==> src/cgr_pkg.sv <==
// Purpose: Constants and types for the trim and pin register bank
// Assumes: Byte-wide register port inside the device, one clock
// Notes: Offsets are the printed register addresses
//
// Summary of operation
// - Offset trim is 16 bits: low byte at 0Bh, high at 0Ch, both reset 00h.
// - Gain trim is 16 bits: low byte at 0Eh reset 00h, high at 0Fh reset 40h.
// - Reserved 0Ah and 0Dh read zero, ignore writes; host writes only zero.
// - Upper four pin data bits set direction: zero output, one input.
// - Lower four pin data bits hold pin levels: drive outputs, reflect inputs.
// - Function bit x: 0 analog, 1 digital pin; upper four bits read zero.
// - All four pins stay disabled from reset until their function bit is set.
package cgr_pkg;
	// ----------------------------------------------------------------
	// Register offsets
	// ----------------------------------------------------------------
	localparam logic [7:0] ADDR_RSVD_0A = 8'h0a;
	localparam logic [7:0] ADDR_OFS_LO = 8'h0b;
	localparam logic [7:0] ADDR_OFS_HI = 8'h0c;
	localparam logic [7:0] ADDR_RSVD_0D = 8'h0d;
	localparam logic [7:0] ADDR_GAIN_LO = 8'h0e;
	localparam logic [7:0] ADDR_GAIN_HI = 8'h0f;
	localparam logic [7:0] ADDR_PIN_LVL = 8'h10;
	localparam logic [7:0] ADDR_PIN_FN = 8'h11;
	// ----------------------------------------------------------------
	// Reset values and widths
	// ----------------------------------------------------------------
	localparam logic [7:0] RST_OFS_LO = 8'h00;
	localparam logic [7:0] RST_OFS_HI = 8'h00;
	localparam logic [7:0] RST_GAIN_LO = 8'h00;
	localparam logic [7:0] RST_GAIN_HI = 8'h40;
	localparam logic [3:0] RST_NIBBLE = 4'h0;
	localparam logic [7:0] READ_ZERO = 8'h00;
	localparam int PIN_COUNT = 4;
	// ----------------------------------------------------------------
	// Carrier types
	// ----------------------------------------------------------------
	typedef struct packed {
		logic wr_en;
		logic rd_en;
		logic [7:0] addr;
		logic [7:0] wdata;
	} cgr_req_t;
	typedef struct packed {
		logic [3:0] way;
		logic [3:0] level;
	} cgr_pin_byte_t;
endpackage : cgr_pkg

==> src/cgr_pin_cell.sv <==
// Purpose: One general-purpose pin: enable, direction and drive
// Assumes: Pad input already synchronous to sys_clk
// Notes: Three-signal pad, enable high while driving
`timescale 1ns/1ps
module cgr_pin_cell (
	input wire logic digital_sel, // Function bit, one = digital
	input wire logic is_input, // Direction bit, one = input
	input wire logic out_level, // Level to drive
	output logic pad_out, // Pad output value
	output logic pad_oe, // Pad output enable
	output logic pin_usable // Pin enabled for digital use
);
	// Drive only in digital output mode; analog pins stay quiet
	always_comb begin
		pin_usable = digital_sel;
		pad_oe = digital_sel & ~is_input;
		pad_out = out_level & pad_oe;
	end
endmodule : cgr_pin_cell

==> src/cgr_regs.sv <==
// Purpose: Trim and general-purpose pin register bank
// Assumes: Host interface delivers one-cycle byte read/write strobes
// Notes: Read data registered, valid the cycle after rd_en
`timescale 1ns/1ps
module cgr_regs (
	input wire logic sys_clk, // Device clock, 100 MHz
	input wire logic rst_b, // Asynchronous reset, active low
	input wire cgr_pkg::cgr_req_t req, // Register access request
	output logic [7:0] rdata, // Read data, registered
	output logic rvalid, // Read data valid pulse
	output logic [15:0] offset_trim_value, // Offset correction
	output logic [15:0] gain_trim_value, // Gain correction
	input wire logic [3:0] pin_in, // Pad input levels
	output logic [3:0] pin_out, // Pad output levels
	output logic [3:0] pin_oe, // Pad output enables
	output logic [3:0] pin_usable // Pins enabled as digital
);
	// ----------------------------------------------------------------
	// State
	// ----------------------------------------------------------------
	logic [7:0] ofs_lo_reg, ofs_lo_next;
	logic [7:0] ofs_hi_reg, ofs_hi_next;
	logic [7:0] gain_lo_reg, gain_lo_next;
	logic [7:0] gain_hi_reg, gain_hi_next;
	logic [3:0] way_reg, way_next;
	logic [3:0] level_reg, level_next;
	logic [3:0] role_reg, role_next;
	logic [7:0] rdata_reg, rdata_next;
	logic rvalid_reg, rvalid_next;
	logic [3:0] pin_level_bits;
	cgr_pkg::cgr_pin_byte_t pin_byte;

	// Level readback: input pins reflect the pad, others the stored bit
	always_comb begin
		pin_level_bits = (level_reg & ~way_reg) | (pin_in & way_reg);
		pin_byte.way = way_reg;
		pin_byte.level = pin_level_bits;
	end

	// Write decode and read mux
	always_comb begin
		ofs_lo_next = ofs_lo_reg;
		ofs_hi_next = ofs_hi_reg;
		gain_lo_next = gain_lo_reg;
		gain_hi_next = gain_hi_reg;
		way_next = way_reg;
		level_next = level_reg;
		role_next = role_reg;
		rvalid_next = req.rd_en;
		rdata_next = rdata_reg;
		if (req.wr_en) begin
			case (req.addr)
				cgr_pkg::ADDR_OFS_LO: ofs_lo_next = req.wdata;
				cgr_pkg::ADDR_OFS_HI: ofs_hi_next = req.wdata;
				cgr_pkg::ADDR_GAIN_LO: gain_lo_next = req.wdata;
				cgr_pkg::ADDR_GAIN_HI: gain_hi_next = req.wdata;
				cgr_pkg::ADDR_PIN_LVL: begin
					way_next = req.wdata[7:4];
					level_next = req.wdata[3:0];
				end
				cgr_pkg::ADDR_PIN_FN: role_next = req.wdata[3:0];
				default: role_next = role_reg;
			endcase
		end
		if (req.rd_en) begin
			case (req.addr)
				cgr_pkg::ADDR_OFS_LO: rdata_next = ofs_lo_reg;
				cgr_pkg::ADDR_OFS_HI: rdata_next = ofs_hi_reg;
				cgr_pkg::ADDR_GAIN_LO: rdata_next = gain_lo_reg;
				cgr_pkg::ADDR_GAIN_HI: rdata_next = gain_hi_reg;
				cgr_pkg::ADDR_PIN_LVL: rdata_next = pin_byte;
				cgr_pkg::ADDR_PIN_FN: rdata_next = {cgr_pkg::RST_NIBBLE, role_reg};
				default: rdata_next = cgr_pkg::READ_ZERO;
			endcase
		end
	end

	// Register all state
	always_ff @(posedge sys_clk or negedge rst_b) begin
		if (!rst_b) begin
			ofs_lo_reg <= cgr_pkg::RST_OFS_LO;
			ofs_hi_reg <= cgr_pkg::RST_OFS_HI;
			gain_lo_reg <= cgr_pkg::RST_GAIN_LO;
			gain_hi_reg <= cgr_pkg::RST_GAIN_HI;
			way_reg <= cgr_pkg::RST_NIBBLE;
			level_reg <= cgr_pkg::RST_NIBBLE;
			role_reg <= cgr_pkg::RST_NIBBLE;
			rdata_reg <= cgr_pkg::READ_ZERO;
			rvalid_reg <= 1'b0;
		end else begin
			ofs_lo_reg <= ofs_lo_next;
			ofs_hi_reg <= ofs_hi_next;
			gain_lo_reg <= gain_lo_next;
			gain_hi_reg <= gain_hi_next;
			way_reg <= way_next;
			level_reg <= level_next;
			role_reg <= role_next;
			rdata_reg <= rdata_next;
			rvalid_reg <= rvalid_next;
		end
	end

	// Outputs
	always_comb begin
		rdata = rdata_reg;
		rvalid = rvalid_reg;
		offset_trim_value = {ofs_hi_reg, ofs_lo_reg};
		gain_trim_value = {gain_hi_reg, gain_lo_reg};
	end

	// ----------------------------------------------------------------
	// Pin cells
	// ----------------------------------------------------------------
	for (genvar i = 0; i < cgr_pkg::PIN_COUNT; i++) begin : g_pin
		cgr_pin_cell u_cell (
			.digital_sel(role_reg[i]),
			.is_input(way_reg[i]),
			.out_level(level_reg[i]),
			.pad_out(pin_out[i]),
			.pad_oe(pin_oe[i]),
			.pin_usable(pin_usable[i])
		);
	end

	// ----------------------------------------------------------------
	// Assertions
	// ----------------------------------------------------------------
	// Trim bytes: each write lands in its own half, reads return it
	a_offset_write: assert property (
		@(posedge sys_clk) disable iff (!rst_b)
		req.wr_en && req.addr == cgr_pkg::ADDR_OFS_HI |=>
		offset_trim_value[15:8] == $past(req.wdata))
		else $error("Offset high byte not stored");
	a_offset_low: assert property (
		@(posedge sys_clk) disable iff (!rst_b)
		req.wr_en && req.addr == cgr_pkg::ADDR_OFS_LO |=>
		offset_trim_value[7:0] == $past(req.wdata))
		else $error("Offset low byte not stored");
	a_offset_read: assert property (
		@(posedge sys_clk) disable iff (!rst_b)
		req.rd_en && req.addr == cgr_pkg::ADDR_OFS_LO |=>
		rvalid && rdata == $past(offset_trim_value[7:0]))
		else $error("Offset low byte readback wrong");
	a_gain_write: assert property (
		@(posedge sys_clk) disable iff (!rst_b)
		req.wr_en && req.addr == cgr_pkg::ADDR_GAIN_LO |=>
		gain_trim_value[7:0] == $past(req.wdata))
		else $error("Gain low byte not stored");
	a_gain_high: assert property (
		@(posedge sys_clk) disable iff (!rst_b)
		req.wr_en && req.addr == cgr_pkg::ADDR_GAIN_HI |=>
		gain_trim_value[15:8] == $past(req.wdata))
		else $error("Gain high byte not stored");
	a_gain_read: assert property (
		@(posedge sys_clk) disable iff (!rst_b)
		req.rd_en && req.addr == cgr_pkg::ADDR_GAIN_HI |=>
		rvalid && rdata == $past(gain_trim_value[15:8]))
		else $error("Gain high byte readback wrong");
	// Reserved locations: read zero and leave all state alone
	a_rsvd_read: assert property (
		@(posedge sys_clk) disable iff (!rst_b)
		req.rd_en && (req.addr == cgr_pkg::ADDR_RSVD_0A ||
		req.addr == cgr_pkg::ADDR_RSVD_0D) |=>
		rvalid && rdata == cgr_pkg::READ_ZERO)
		else $error("Reserved location read nonzero");
	a_rsvd_write: assert property (
		@(posedge sys_clk) disable iff (!rst_b)
		req.wr_en && (req.addr == cgr_pkg::ADDR_RSVD_0A ||
		req.addr == cgr_pkg::ADDR_RSVD_0D) |=>
		$stable(offset_trim_value) && $stable(gain_trim_value) &&
		$stable(pin_oe) && $stable(pin_usable))
		else $error("Reserved write changed state");
	// Pin control: direction, level, function and drive
	a_dir_input: assert property (
		@(posedge sys_clk) disable iff (!rst_b)
		req.wr_en && req.addr == cgr_pkg::ADDR_PIN_LVL && req.wdata[4] |=>
		!pin_oe[0])
		else $error("Input pin still driven");
	a_input_quiet: assert property (
		@(posedge sys_clk) disable iff (!rst_b)
		way_reg[0] |-> !pin_oe[0])
		else $error("Input-direction pin driven");
	a_out_enable: assert property (
		@(posedge sys_clk) disable iff (!rst_b)
		role_reg[3] && !way_reg[3] |-> pin_oe[3])
		else $error("Digital output pin not driven");
	a_dir_read: assert property (
		@(posedge sys_clk) disable iff (!rst_b)
		req.rd_en && req.addr == cgr_pkg::ADDR_PIN_LVL |=>
		rdata[7:4] == $past(way_reg))
		else $error("Direction bits readback wrong");
	a_drive_level: assert property (
		@(posedge sys_clk) disable iff (!rst_b)
		pin_oe[1] |-> pin_out[1] == level_reg[1])
		else $error("Output pin level differs from data bit");
	a_level_input: assert property (
		@(posedge sys_clk) disable iff (!rst_b)
		req.rd_en && req.addr == cgr_pkg::ADDR_PIN_LVL && way_reg[0] |=>
		rdata[0] == $past(pin_in[0]))
		else $error("Input pin level not reflected");
	a_fn_upper: assert property (
		@(posedge sys_clk) disable iff (!rst_b)
		req.rd_en && req.addr == cgr_pkg::ADDR_PIN_FN |=>
		rdata[7:4] == cgr_pkg::RST_NIBBLE && rdata[3:0] == $past(role_reg))
		else $error("Function select readback wrong");
	a_enable_follows: assert property (
		@(posedge sys_clk) disable iff (!rst_b)
		req.wr_en && req.addr == cgr_pkg::ADDR_PIN_FN |=>
		pin_usable == $past(req.wdata[3:0]))
		else $error("Pin enable does not follow function bits");
	a_usable_gate: assert property (
		@(posedge sys_clk) disable iff (!rst_b)
		!pin_usable[1] |-> !pin_oe[1])
		else $error("Disabled pin driven");
	a_analog_quiet: assert property (
		@(posedge sys_clk) disable iff (!rst_b)
		!role_reg[2] |-> !pin_oe[2] && !pin_out[2])
		else $error("Analog pin driven");
	a_analog_all: assert property (
		@(posedge sys_clk) disable iff (!rst_b)
		!(|(pin_oe & ~role_reg)))
		else $error("Some analog pin has its enable high");
	a_idle_low: assert property (
		@(posedge sys_clk) disable iff (!rst_b)
		!pin_oe[0] |-> !pin_out[0])
		else $error("Undriven pin shows a drive level");
endmodule : cgr_regs

==> config.mk <==
export PLATFORM = sky130hd
export DESIGN_NAME = cgr_regs
export DESIGN_NICKNAME = d
export VERILOG_FILES = /design/src/cgr_pkg.sv /design/src/cgr_pin_cell.sv /design/src/cgr_regs.sv
export SDC_FILE = /design/constraint.sdc
export NUM_CORES = 1
export LEC_CHECK = 0
export BUFFER_PORTS_ARGS = -buffer_cell sky130_fd_sc_hd__buf_2
export CAP_MARGIN = 20
export CORE_MARGIN = 4
export CORE_UTILIZATION = 55
export DETAILED_ROUTE_END_ITERATION = 12
export PLACE_DENSITY = 0.85
export SLEW_MARGIN = 20
export SYNTH_ARGS = -nofsm -noshare
export SYNTH_HDL_FRONTEND = slang
export SYNTH_HIERARCHICAL = 1
export SYNTH_SLANG_ARGS = --single-unit
==> constraint.sdc <==
create_clock -name sys_clk -period 4.1 [get_ports sys_clk]
set_clock_uncertainty 0.2 [all_clocks]
set_input_delay 0.615 -clock sys_clk [delete_from_list [all_inputs] [get_ports sys_clk]]
set_output_delay 0.615 -clock sys_clk [all_outputs]
set_load 0.1 [all_outputs]
# Word-level counts from Yosys, hierarchy flattened
# Index checks and enable logic that the tools add are counted.
# totals
register_bits	53
inputBits	24
output_inout_bits	53
wordCells	38
# classes
n_eq_ne	6
mux	1
n_bitwise	16
reduce_logical	6
# op_table
operator	n
$pmux 8 s6	1
$eq 8x4->1 const B	4
$eq 8x5->1 const B	2
$reduce_and 2->1	6
$and 1x1->1	8
$and 4x4->4	2
$not 1->1	4
$not 4->4	1
$or 4x4->4	1

# Depth between registers and ports, before layout
# logic_depth
depth_word	4
mapped_depth	6
ltp_nobuf	4

# Hierarchy
# Netlist, hierarchy kept.
# modules_own_cells
module	instances	cells_each	area_each_um2	seq_area_each_um2
cgr_regs	1	187	2479.9	1327.5
cgr_pin_cell	4	3	22.5	0.0

# Worst setup path after synthesis
# No wires, ideal clock.
# synth_timing
path_type	reg2out
from	register way_reg[0]
to	output pin_oe[0]
arrival_time_ns	1.748
required_time_ns	3.285
path_slack_ns	1.537
stages_incl_launch_ff	2
path_buffers	0
cell_sequence	dfrtp_1 -> nor2b_1
# synth_via
elab_chain_len	2
# synth_rtl
element	line_no	text
from (decl)	cgr_regs.sv:25	logic [3:0] way_reg, way_next;
from (signal assigned)	cgr_regs.sv:85	way_reg <= cgr_pkg::RST_NIBBLE;
from (signal assigned)	cgr_regs.sv:95	way_reg <= way_next;
$not 1->1	cgr_pin_cell.sv:16	pad_oe = digital_sel & ~is_input;
$and 1x1->1	cgr_pin_cell.sv:16	
to (decl)	cgr_regs.sv:15	output logic [3:0] pin_oe,
# Every way passes these cells.

# Worst setup path in the final report
# layout_timing
from	input req[8] in the netlist's numbering
to	register ofs_lo_reg[0]
# layout_via
elab_chain_len	2
# layout_rtl
element	line_no	text
from (decl)	cgr_regs.sv:8	input wire cgr_pkg::cgr_req_t req,
$eq 8x4->1	cgr_regs.sv:52	case (req.addr)
$reduce_and 2->1 (no source line)	n/a	
to (signal assigned)	cgr_regs.sv:81	ofs_lo_reg <= cgr_pkg::RST_OFS_LO;
to (signal assigned)	cgr_regs.sv:91	ofs_lo_reg <= ofs_lo_next;
to (decl)	cgr_regs.sv:21	logic [7:0] ofs_lo_reg, ofs_lo_next;
# Every way passes these cells.
# A chain may end at the register's enable or synchronous reset.

==> key figures <==
Status
  – Outcome: completed

Power and ir drop
  – Leakage power: roughly 1.6 nW
  – Clock power frac: 0.282
  – Total power: 0.001136 W
  – Sw Ratio: 0.3426
  – VDD IR max: between 0.2 and 0.3 mV
  – Sequential share of power: 0.495
  – Pwr Density: between 300 and 400 mW/mm²
  – Int Power: 0.0007470 W
  – Comb pwr share: 0.222
  – NetSw: ~0.0004 W

Global route
  – Largest net degree at the start of global routing: 31
  – Initial antenna violation count: 0
  – Gr usage total: 0.2202
  – Vias in the first global route: 1880
  – GR Overflow Total: 0
  – Wire length of the first global-routing pass: around 10000 µm

Timing
  – Worst Tran Pin Value: about 0.56 ns
  – Fin worst setup slack: ~1.8 ns
  – Slew Limit Fails: 0
  – Setup TNS Final: 0 ns
  – Unrepaired setup endpoints after global routing: no
  – F_max: around 430 MHz
  – Slew margin rel.: 0.6237
  – Final min period: ~2.3 ns
  – Final period util: 0.5628
  – Final Setup Violations: 0
  – Hold Fails Final Rpt: 0

Layout
  – Layout cells sized above 1: 0.5294
  – Final Core Density: 0.6875
  – Nets: approximately 300
  – N_diodes: 0
  – Fin cells: about 320
  – Fillcell total: between 300 and 400
  – Footprint of the multi-input gates: 0.001147 mm²
  – Reg area: 0.001328 mm²
  – Area grow syn2layout: 18.89%

Worst setup path
  – Startpoint types: input pin
  – CP Capture Type: flop
  – Req. time, crit path: approximately 4.1 ns
  – WS Path Type: input pin to flop
  – Worst Path Max Fanout: 23
  – Worst EP arrival: about 2.3 ns

Flow run
  – Max cap viols: 0

Yosys
  – Sequential area share after synthesis: 0.5166
  – Syn avg cell area: 12.91 µm²
  – Area of the mapped netlist: between 0.002 and 0.003 mm²
  – Async SR Flop Fraction: 1.000
  – Cells after synthesis: just under 200
  – Unique masters post-synth: 39
  – Share of the synthesized area in the top cell type: 0.5063
  – Largest area contributor in the netlist: dfrtp_1
  – EDFF count, synth: 0
  – Most common flop cell mapped by yosys: dfrtp_1
  – Syn_nets: between 200 and 250
  – Synth top area cells: dfrtp_1 (51%), mux2_2 (21%), mux2i_1 (3.9%)
  – Yosys reg bits: 53
  – Synth warn: 6

Placement
  – Pre-CTS WS: between 1 and 1.5 ns
  – Gpl congestion: approximately 0.88
  – Estimated wirelength of the detail-placed design: 4455 µm
  – Inst Count DP: 316
  – Port-buffer cells: 76

Clocking
  – CTS Buf Count: 5
  – CTS tree: done
  – # hold bufs at CTS: 0
  – CTS root buffer: clkbuf_8
  – Clock transition at path regs: approximately 0.09 ns
  – Sink Count: 53
  – Clock Latency Late Sink: around 0.3 ns
  – Cts repair resizes: 0
  – Post-CTS Repair Setup Buffers: 0
  – Clk buf depth: 2
  – Max H-tree Level: 2

Worst hold path
  – Hold Path Class: input pin to asynchronous set/reset pin

Drt
  – Met3 wire length: 425 µm
  – Vias: just under 2000
  – Post-DRT Antenna Nets: 0
  – Initial DRC count: between 100 and 150
  – Drt total wl: 6091 µm
  – Drt first pass iters: 4
  – Wire per inst: between 15 and 20 µm
  – Top Layer Used: met4
  – Via/cell ratio: 5.957
  – WL met1: 2681 µm
  – Met2 wire length: 2916 µm
  – # DRC: 0

Floorplan
  – Row count: 24
  – Die X: roughly 76 µm
  – Core area: between 0.004 and 0.005 mm²
  – Chip height: around 76 µm
  – Die area: roughly 0.006 mm²
  – # IOs: between 70 and 80
  – Initial cell density of the core: 0.5783
per-stage QoR:
stage	hold slack, ns	cell area [µm²]
2_1_floorplan	0.1194	2570
3_3_place_gp	0.3056	2954
3_5_place_dp	0.3177	2954
4_1_cts	0.09046	3055
5_1_grt	0.1134	3055
6_report	0.07884	3055
metal layers:
| metal | global-route usage | up-vias |
|---|---|---|
| li1 | - | 889 |
| met1 | 0.3026 | 954 |
| met2 | 0.3409 | 81 |
| met3 | 0.06147 | 6 |
| met4 | 0.06522 | 0 |
| met5 | 0 | - |
layout make-up:
class,count,share of cell area
flip-flops and latches,53,0.4345
multi-input cells,127,0.3755
repair buffers,77,0.1269
clock buffers,7,0.03153
well taps,52,0.02129
inverters,7,0.008600
clock inverters,1,0.001638
layout by cell type (no fill, tap or decap), types with 2 or more instances in the layout:
cell	instances
buf_2	76
nor2b_1	4
and3b_1	4
inv_1	7
mux2i_1	10
dfrtp_1	52
o21ai_0	4
nor2_1	4
nand2_1	6
nand4_1	4
o211ai_1	2
nand2b_1	2
a22o_1	3
mux2_2	47
nand3_1	4
a222oi_1	3
nand4b_1	2
a21oi_1	2
o22ai_1	3
a221oi_1	3
nand3_2	3
o221ai_1	3
clkbuf_8	7
path summary, 6_finish.rpt:
| check | start | end | slack [ns] | cells past startpoint |
|---|---|---|---|---|
| worst max-delay path | req[8] | ofs_lo_reg[0] | 1.79 | 5 |
| worst min register to register | rdata[4] | rdata[4] | 0.33 | 2 |
| max in group asynchronous | rst_b | gain_lo_reg[0] | 2.83 | 2 |
| worst min-delay path | rst_b | rvalid | 0.08 | 1 |
| min in group sys_clk | rdata[4] | rdata[4] | 0.33 | 2 |
| worst max register to register | way_reg[1] | rdata[1] | 2.58 | 4 |
power groups by stage:
stage                     Combinational, W  Clock, W  Sequential [W]
after floorplan                  0.0000797         0        0.000686
after global placement            0.000250         0        0.000573
after detailed placement          0.000254         0        0.000573
after CTS                         0.000254  0.000327        0.000563
after global routing              0.000264  0.000354        0.000567
final                             0.000252  0.000321        0.000563
cell families after synthesis:
group / share of synthesized area
buffers and inverters: 0.03700
AO/OA/AOI/OAI: 0.07888
AND/OR/NAND/NOR: 0.1227
multiplexers: 0.2449
flip-flops: 0.5166
cells in the mapped netlist, types with 4 or more instances:
cell type  count
mux2i_1       10
nor2b_1        4
nand4_1        4
inv_1          7
dfrtp_1       52
buf_2          4
nand2_1        6
and3b_1        4
mux2_2        47
o21ai_0        4
nand3_1        4
buf_4          5
nor2_1         4
critical path: stages:
cell	delay, ns
buf_2	0.40
nand2_1	0.16
nor3_2	0.46
nand3_2	0.30
mux2_2	0.36
Power figures use the tool's default switching activity.
